--- config.mk ---
export PLATFORM = sky130hd
export DESIGN_NAME = dcc_top
export DESIGN_NICKNAME = d
export VERILOG_FILES = /design/src/logic/dcc_pkg.sv /design/src/logic/dcc_word_if.sv /design/src/logic/dcc_skid.sv /design/src/logic/dcc_arb.sv /design/src/logic/dcc_top.sv
export SDC_FILE = /design/constraint.sdc
export NUM_CORES = 1
export LEC_CHECK = 0
export BUFFER_PORTS_ARGS = -buffer_cell sky130_fd_sc_hd__buf_2
export CORE_MARGIN = 2
export CORE_UTILIZATION = 35
export CTS_BUF_LIST = sky130_fd_sc_hd__clkbuf_8
export DETAILED_ROUTE_END_ITERATION = 10
export GPL_TIMING_DRIVEN = 0
export MAX_ROUTING_LAYER = met4
export PLACE_DENSITY = 0.52
export SETUP_SLACK_MARGIN = 0.5
export SLEW_MARGIN = 15
export SYNTH_ARGS = -nofsm -noshare
export SYNTH_HDL_FRONTEND = slang
export SYNTH_SLANG_ARGS = --single-unit
--- constraint.sdc ---
create_clock -name clk -period 5.9 [get_ports clk]
set_input_delay 1.18 -clock clk [delete_from_list [all_inputs] [get_ports clk]]
set_output_delay 1.18 -clock clk [all_outputs]
set_load 0.05 [all_outputs]
--- src/logic/dcc_pkg.sv ---
// package of constants and types for the dma completion control block
package dcc_pkg;
   // ********************************************
   // register map
   // ********************************************
   localparam logic [7:0] DCC_ADDR_CTRL = 8'h00;
   localparam logic [7:0] DCC_ADDR_SRC = 8'h04;
   localparam logic [7:0] DCC_ADDR_DST = 8'h08;
   localparam logic [7:0] DCC_ADDR_COUNT = 8'h0c;
   localparam logic [7:0] DCC_ADDR_STATUS = 8'h10;
   // ********************************************
   // control fields
   // ********************************************
   localparam int DCC_RUN_LSB = 0;
   localparam int DCC_STOP_BIT = 2;
   localparam int DCC_IRQEN_BIT = 3;
   localparam logic [1:0] DCC_RUN_HALT = 2'h0;
   localparam logic [31:0] DCC_CTRL_RESET = 32'h0;
   localparam logic [23:0] DCC_ADDR_RESET = 24'h0;
   localparam logic [23:0] DCC_COUNT_RESET = 24'h0;
   localparam int DCC_AW = 24;
   localparam int DCC_DW = 32;
   typedef enum {DCC_IDLE, DCC_RD, DCC_WR} dcc_state_t;
endpackage : dcc_pkg

--- src/logic/dcc_word_if.sv ---
// handshake carrier for one data word between the engine and its buffer
`timescale 1ns/100ps
interface dcc_word_if #(parameter int W = 32);
   logic valid;
   logic ready;
   logic [W-1:0] data;
   modport src (output valid, output data, input ready);
   modport dst (input valid, input data, output ready);
endinterface : dcc_word_if

--- src/logic/dcc_skid.sv ---
// two-entry buffer with valid and ready on both sides
`timescale 1ns/100ps
module dcc_skid #(
   parameter int W = 32
) (
   // clock and reset
   input wire logic clk,
   input wire logic resetn,
   input wire logic flush,
   // ports
   dcc_word_if.dst in_p,
   dcc_word_if.src out_p
);
   typedef struct packed {
      logic [1:0][W-1:0] mem;
      logic [1:0] cnt;
      logic rd;
      logic wr;
   } dcc_skid_t;
   dcc_skid_t s_reg, s_next;
   logic push, pop;
   always_comb begin
      push = in_p.valid && (s_reg.cnt != 2'h2);
      pop = out_p.ready && (s_reg.cnt != 2'h0);
      s_next = s_reg;
      if (push) begin
         s_next.mem[s_reg.wr] = in_p.data;
         s_next.wr = ~s_reg.wr;
      end
      if (pop) begin
         s_next.rd = ~s_reg.rd;
      end
      s_next.cnt = s_reg.cnt + {1'b0, push} - {1'b0, pop};
      if (flush) begin
         s_next.cnt = 2'h0;
         s_next.rd = 1'b0;
         s_next.wr = 1'b0;
      end
   end
   always_ff @(posedge clk) begin
      if (!resetn) begin
         s_reg <= '0;
      end else begin
         s_reg <= s_next;
      end
   end
   assign in_p.ready = (s_reg.cnt != 2'h2);
   assign out_p.valid = (s_reg.cnt != 2'h0);
   assign out_p.data = s_reg.mem[s_reg.rd];
endmodule : dcc_skid

--- src/logic/dcc_arb.sv ---
// memory grant logic: on a conflict the dma waits behind every cpu unit
`timescale 1ns/100ps
module dcc_arb (
   // cpu unit requests and busy
   input wire logic [3:0] cpu_req,
   input wire logic cpu_busy,
   // dma side
   input wire logic dma_req,
   input wire logic dma_conflict,
   output logic dma_grant
);
   // ********************************************
   // lowest priority grant
   // ********************************************
   // a conflict exists only when both sides address the same resource
   always_comb begin
      dma_grant = dma_req && !(dma_conflict && ((|cpu_req) || cpu_busy));
   end
endmodule : dcc_arb

--- src/logic/dcc_top.sv ---
// dma completion, run control and memory sequencing of a single channel
// Behaviour
// at zero count after the last transfer a completion event is raised only when count_zero_irq_enable is 1.
// the cpu takes the event only when its own cpu_dma_irq_enable (bit 10 of cpu_irq_enable_reg) is set.
// with stop_at_zero at 1 transfers cease once the count becomes zero.
// with stop_at_zero at 0 transfers carry on past a zero count.
// software should clear stop_at_zero whenever the completion event is disabled.
// a terminated channel reports, stays halted and accepts a fresh start.
// clearing the run field, even by writing all zeros to control, halts the channel.
// after reset the channel is halted and moves no data.
// software configures with the run field at 00 before starting.
// software starts by writing a nonzero run field.
// every control register is a mapped location on the peripheral port.
// the dma ranks below execute, read, decode and fetch and waits while they finish.
// the dma has its own address and data buses, conflicting only on a shared resource.
// the completion event is one clock cycle long per zero-count occurrence.
`timescale 1ns/100ps
module dcc_top
   import dcc_pkg::*;
#(
   parameter int AW = dcc_pkg::DCC_AW,
   parameter int DW = dcc_pkg::DCC_DW
) (
   // clock and reset
   input wire logic clk,
   input wire logic resetn,
   // register port
   input wire logic [7:0] reg_addr,
   input wire logic [31:0] reg_wdata,
   input wire logic reg_write,
   input wire logic reg_read,
   output logic [31:0] reg_rdata,
   // cpu arbitration
   input wire logic [3:0] cpu_req,
   input wire logic cpu_busy,
   input wire logic mem_conflict,
   // dma memory bus
   output logic [AW-1:0] mem_addr,
   output logic mem_rd,
   output logic mem_wr,
   output logic [DW-1:0] mem_wdata,
   input wire logic [DW-1:0] mem_rdata,
   input wire logic mem_ack,
   // completion event
   output logic done_irq
);
   import dcc_pkg::*;

   typedef struct packed {
      logic [31:0] ctrl;
      logic [AW-1:0] src;
      logic [AW-1:0] dst;
      logic [23:0] count;
      dcc_state_t state;
      logic [31:0] rdata;
      logic irq;
      logic rd_pend;
      logic wr_pend;
      logic [DW-1:0] wdata;
      logic stopped;
   } dcc_top_t;

   dcc_top_t s_reg, s_next;
   dcc_word_if #(.W(DW)) buf_in ();
   dcc_word_if #(.W(DW)) buf_out ();
   logic grant, running, want, wr_go;

   function automatic logic hit(input logic [7:0] a, input logic [7:0] off);
      hit = (a == off);
   endfunction : hit

   // ********************************************
   // buffer and arbiter
   // ********************************************
   dcc_skid #(.W(DW)) u_buf (
      .clk(clk),
      .resetn(resetn),
      .flush(!running),
      .in_p(buf_in),
      .out_p(buf_out)
   );

   dcc_arb u_arb (
      .cpu_req(cpu_req),
      .cpu_busy(cpu_busy),
      .dma_req(want),
      .dma_conflict(mem_conflict),
      .dma_grant(grant)
   );

   assign running = (s_reg.ctrl[DCC_RUN_LSB +: 2] != DCC_RUN_HALT);
   assign buf_in.valid = s_reg.rd_pend && mem_ack;
   assign buf_in.data = mem_rdata;
   assign buf_out.ready = (s_reg.state == DCC_WR) && s_reg.wr_pend && mem_ack;
   // a write is offered only once the registered copy of the word is current
   assign wr_go = grant && (s_reg.wdata == buf_out.data);

   always_comb begin
      want = 1'b0;
      case (s_reg.state)
         DCC_RD: want = buf_in.ready;
         DCC_WR: want = buf_out.valid;
         default: want = 1'b0;
      endcase
   end

   // ********************************************
   // next state
   // ********************************************
   always_comb begin
      s_next = s_reg;
      s_next.irq = 1'b0;
      s_next.rdata = 32'h0;
      if (reg_read) begin
         if (hit(reg_addr, DCC_ADDR_CTRL)) begin
            s_next.rdata = s_reg.ctrl;
         end else if (hit(reg_addr, DCC_ADDR_SRC)) begin
            s_next.rdata = {{(32-AW){1'b0}}, s_reg.src};
         end else if (hit(reg_addr, DCC_ADDR_DST)) begin
            s_next.rdata = {{(32-AW){1'b0}}, s_reg.dst};
         end else if (hit(reg_addr, DCC_ADDR_COUNT)) begin
            s_next.rdata = {8'h0, s_reg.count};
         end else if (hit(reg_addr, DCC_ADDR_STATUS)) begin
            s_next.rdata = {29'h0, s_reg.stopped, (s_reg.state == DCC_WR), (s_reg.state == DCC_RD)};
         end
      end
      // a control write restarts a terminated channel; a termination in the same cycle wins
      if (reg_write && hit(reg_addr, DCC_ADDR_CTRL)) begin
         s_next.stopped = 1'b0;
      end
      // sequencing; a grant moves one word
      case (s_reg.state)
         DCC_IDLE: begin
            if (running && !s_reg.stopped) begin
               s_next.state = DCC_RD;
            end
         end
         DCC_RD: begin
            if (grant && !s_reg.rd_pend) begin
               s_next.rd_pend = 1'b1;
            end
            if (s_reg.rd_pend && mem_ack) begin
               s_next.rd_pend = 1'b0;
               s_next.src = s_reg.src + {{(AW-1){1'b0}}, 1'b1};
               s_next.state = DCC_WR;
            end
         end
         DCC_WR: begin
            s_next.wdata = buf_out.data;
            // once started the write holds until acknowledged, whatever the cpu does
            if (wr_go && !s_reg.wr_pend) begin
               s_next.wr_pend = 1'b1;
            end
            if (buf_out.ready) begin
               s_next.wr_pend = 1'b0;
               s_next.dst = s_reg.dst + {{(AW-1){1'b0}}, 1'b1};
               s_next.count = s_reg.count - 24'h1;
               s_next.state = DCC_RD;
               if (s_reg.count == 24'h1) begin
                  s_next.irq = s_reg.ctrl[DCC_IRQEN_BIT];
                  if (s_reg.ctrl[DCC_STOP_BIT]) begin
                     s_next.stopped = 1'b1;
                     s_next.state = DCC_IDLE;
                  end
                  // without stop_at_zero the count wraps and transfers carry on
               end
            end
         end
         default: s_next.state = DCC_IDLE;
      endcase
      if (!running) begin
         s_next.state = DCC_IDLE;
         s_next.rd_pend = 1'b0;
         s_next.wr_pend = 1'b0;
      end
      // register writes
      if (reg_write) begin
         if (hit(reg_addr, DCC_ADDR_CTRL)) begin
            s_next.ctrl = reg_wdata;
         end else if (hit(reg_addr, DCC_ADDR_SRC)) begin
            s_next.src = reg_wdata[AW-1:0];
         end else if (hit(reg_addr, DCC_ADDR_DST)) begin
            s_next.dst = reg_wdata[AW-1:0];
         end else if (hit(reg_addr, DCC_ADDR_COUNT)) begin
            s_next.count = reg_wdata[23:0];
         end
      end
   end

   always_ff @(posedge clk) begin
      if (!resetn) begin
         s_reg.ctrl <= DCC_CTRL_RESET;
         s_reg.src <= DCC_ADDR_RESET;
         s_reg.dst <= DCC_ADDR_RESET;
         s_reg.count <= DCC_COUNT_RESET;
         s_reg.state <= DCC_IDLE;
         s_reg.rdata <= 32'h0;
         s_reg.irq <= 1'b0;
         s_reg.rd_pend <= 1'b0;
         s_reg.wr_pend <= 1'b0;
         s_reg.wdata <= '0;
         s_reg.stopped <= 1'b0;
      end else begin
         s_reg <= s_next;
      end
   end

   // ********************************************
   // outputs
   // ********************************************
   // own bus: the cpu buses never carry these
   assign mem_rd = (s_reg.state == DCC_RD) && (s_reg.rd_pend || grant);
   assign mem_wr = (s_reg.state == DCC_WR) && (s_reg.wr_pend || wr_go);
   assign mem_addr = (s_reg.state == DCC_WR) ? s_reg.dst : s_reg.src;
   assign mem_wdata = s_reg.wdata;
   assign reg_rdata = s_reg.rdata;
   assign done_irq = s_reg.irq;
endmodule : dcc_top

==> key figures <==
Power and ir drop
  – Worst vdd ir: ~0.00012 V
  – Leak: approximately 5.2 nW
  – Pwr dens: roughly 240 mW/mm^2

STA
  – Worst setup slack after layout: between 0.7 and 0.8 ns
  – Worst Max-Slew Pin Slew: between 1 and 1.5 ns
  – RSZ-0062 raised after global routing: false
  – Final Hold Viols: 0
  – # setup viols final: 0
  – Period utilization: around 87%
  – TNS Setup: 0 ns
  – Worst Skew: 0.0174 ns
  – Slew margin rel.: 27.0%
  – Fin crit period: slightly above 5 ns
  – FMAX: between 150 and 200 MHz
  – Slew Limit Fails: 0

Synthesis
  – Avg Inst Size Synth: 8.14 sq um
  – Number of flops mapped to enable cells by yosys: 0
  – Syn Inst Count: roughly 1400
  – Mapped Nets: about 1500
  – Cell with the most instances after synthesis: nand2_1
  – Cell variety after synth: 48
  – Yosys top cell area share: between 40% and 50%
  – Post-synthesis compound-gate area fraction: between 10% and 20%
  – Top post-synthesis cells by count: 261 x nand2_1, 242 x dfxtp_1, 150 x a21oi_1
  – Sequential area share after synthesis: a little over two fifths
  – Simple-gate share of the synthesized area: 19.5%
  – Top cells by area, synth: dfxtp_1 42%, nand2_1 8.5%, a21oi_1 6.5%, xnor2_1 5.3%, mux2i_1 4.8%
  – Cell Area, Synth: roughly 0.012 sq mm
  – Main combinational cell family by area after synthesis: simple AND/OR/NAND/NOR gates
  – Async set or reset register ratio after synthesis: 0%
  – Post-Synth XOR/XNOR Area: between 7 and 8%
  – Adder-cell area share of the yosys netlist: 1.19%
  – Cell taking the most area after synthesis: dfxtp_1
  – Multiplexer share of the synthesized area: 6.82%
  – Syn. warnings: 0
  – Register bit total from synthesis: roughly 240
  – Primary FF master, synth: dfxtp_1

Route
  – Average via count per standard cell: 5.05
  – Routed len/inst: between 15 and 20 microns
  – TritonRoute pass-1 iters: 5
  – Final ANT Viol Nets: 0
  – DRC: 0
  – Final wirelength: 39000 microns
  – Initial DRC count: a little under 700
  – Vias: 10600

Floorplan
  – Starting Density: roughly 35%
  – Die X: ~190 microns
  – Die H: about 190 microns
  – CORE AREA: 0.0325 sq mm
  – Ports: between 150 and 200
  – Site Rows: 66
  – Die area: between 0.03 and 0.04 sq mm

Clock network
  – Hold_buf cts: 0
  – Reg clk slew, reported paths: 0.06 ns
  – H-Tree Depth: 2
  – Skew-Pair Late Insertion Delay: 0.56 ns
  – TritonCTS Sinks: 242
  – CTS tree: yes
  – Root buffer cell: clkbuf_8
  – CTS resizes: 0
  – Clock Path Buffers: 3
  – Post-CTS setup buffer count: 0
  – CTS Buf Count: 44

Setup path
  – Arr. time, crit path: around 4 ns
  – Crit path kind: flip-flop to primary output
  – CP Data Required Time: between 4 and 5 ns
  – CP Capture Type: primary output
  – R2r setup slk: around 2.6 ns
  – Critical Path Start Type: flip-flop
  – Crit-path max FO: 10

Placement
  – Placer's final routability congestion estimate: between 0.8 and 0.9
  – HPWL Detailed: roughly 28000 microns
  – Buffers on Ports: 171
  – Place WS: between 1 and 1.5 ns

Global route
  – All-layer global routing usage: roughly 23%
  – Vias in the first global route: 10300
  – Total gr overflow: 0
  – Initial antenna violation count: 3
  – Largest net degree at the start of global routing: 12
  – First-pass GRT wire length: slightly below 60000 microns

Outcome
  – Status: complete, no violations

Final layout
  – Largest register FFs: 109
  – Final core occ: a little over two fifths
  – Share of cells above drive strength 1: slightly below 20%
  – Area delta synth->final: 19.2%
  – Nets@finish: approximately 1700

Hold path
  – Min-Delay Path Class: flip-flop to flip-flop

Flow run
  – Max cap viols: 0
==> cells by family after synthesis <==
group | count (synthesis)
flops | 242
fa+ha+maj | 11
xor+xnor | 102
compound gates | 297
buf+inv | 172
simple gates | 519
mux | 76
==> area by class of cell <==
type / count / area (sq um)
fillers: 3440 / 18800
multi-input cells: 1005 / 5810
flip-flops and latches: 242 / 4840
repair buffers: 171 / 856
plain buffers: 155 / 825
clock buffers: 53 / 729
well taps: 442 / 553
clock inverters: 17 / 71.3
inverters: 17 / 63.8
diodes: 3 / 7.51
==> worst max-delay path, stage by stage (launching register included) <==
cell and delay [ns]:
dfxtp_1 0.31, clkbuf_1 0.32, clkbuf_1 0.86, mux2i_1 0.36, xnor2_1 0.17, nor4_1 0.50, nand4_1 0.18, nor3_1 0.30
a21o_1 0.11, buf_2 0.29
==> placed cells by master, fill, tap and decap left out, types with 12 or more instances in the layout <==
master	count
o21ai_0	52
clkbuf_8	53
mux2_2	21
nand4_1	14
xor2_1	32
nor2_1	132
and2_1	12
nand2_1	261
nor4_1	14
buf_2	173
a211oi_1	73
clkbuf_1	86
a21oi_1	150
buf_4	64
mux2i_1	55
nor3_1	20
nand3_1	28
xnor2_1	70
inv_1	31
dfxtp_1	242
==> stage by stage <==
| stage | total power, mW | hold WS [ns] | cell area, sq um | std cells |
|---|---|---|---|---|
| 3_3_place_gp | 1.79 | 0.437 | 13000 | 2032 |
| 3_5_place_dp | 1.79 | 0.439 | 13000 | 2032 |
| 4_1_cts | 3.28 | 0.450 | 13800 | 2102 |
| 5_1_grt | 3.36 | 0.468 | 13800 | 2105 |
| 2_1_floorplan | 1.72 | 0.425 | 11500 | 1419 |
| 6_report | 3.25 | 0.447 | 13800 | 2105 |
==> per-layer routing <==
layer	vias to the layer above	global-route usage, %	wire length [microns]
met3	71	3.68	2310
li1	5201	-	-
met2	342	37.9	18500
met1	5015	29.0	17200
met4	0	7.65	947
met5	-	-	0
==> where the power goes <==
| part | internal, mW | total [mW] | switching, mW |
|---|---|---|---|
| combinational | 0.0340 | 0.115 | 0.0813 |
| sequential | 1.64 | 1.64 | 0.00178 |
| clock | 0.799 | 1.50 | 0.699 |
| total | 2.47 | 3.25 | 0.782 |
==> final timing paths <==
check,depth (start not counted),start,end
setup / recovery,9,u_buf.s_reg[1],mem_wr
setup reg to reg,9,s_reg[68],s_reg[147]
hold / removal,2,s_reg[179],reg_rdata[7]
hold reg to reg,2,s_reg[179],reg_rdata[7]
No activity file was read; power rests on OpenSTA's default activity.
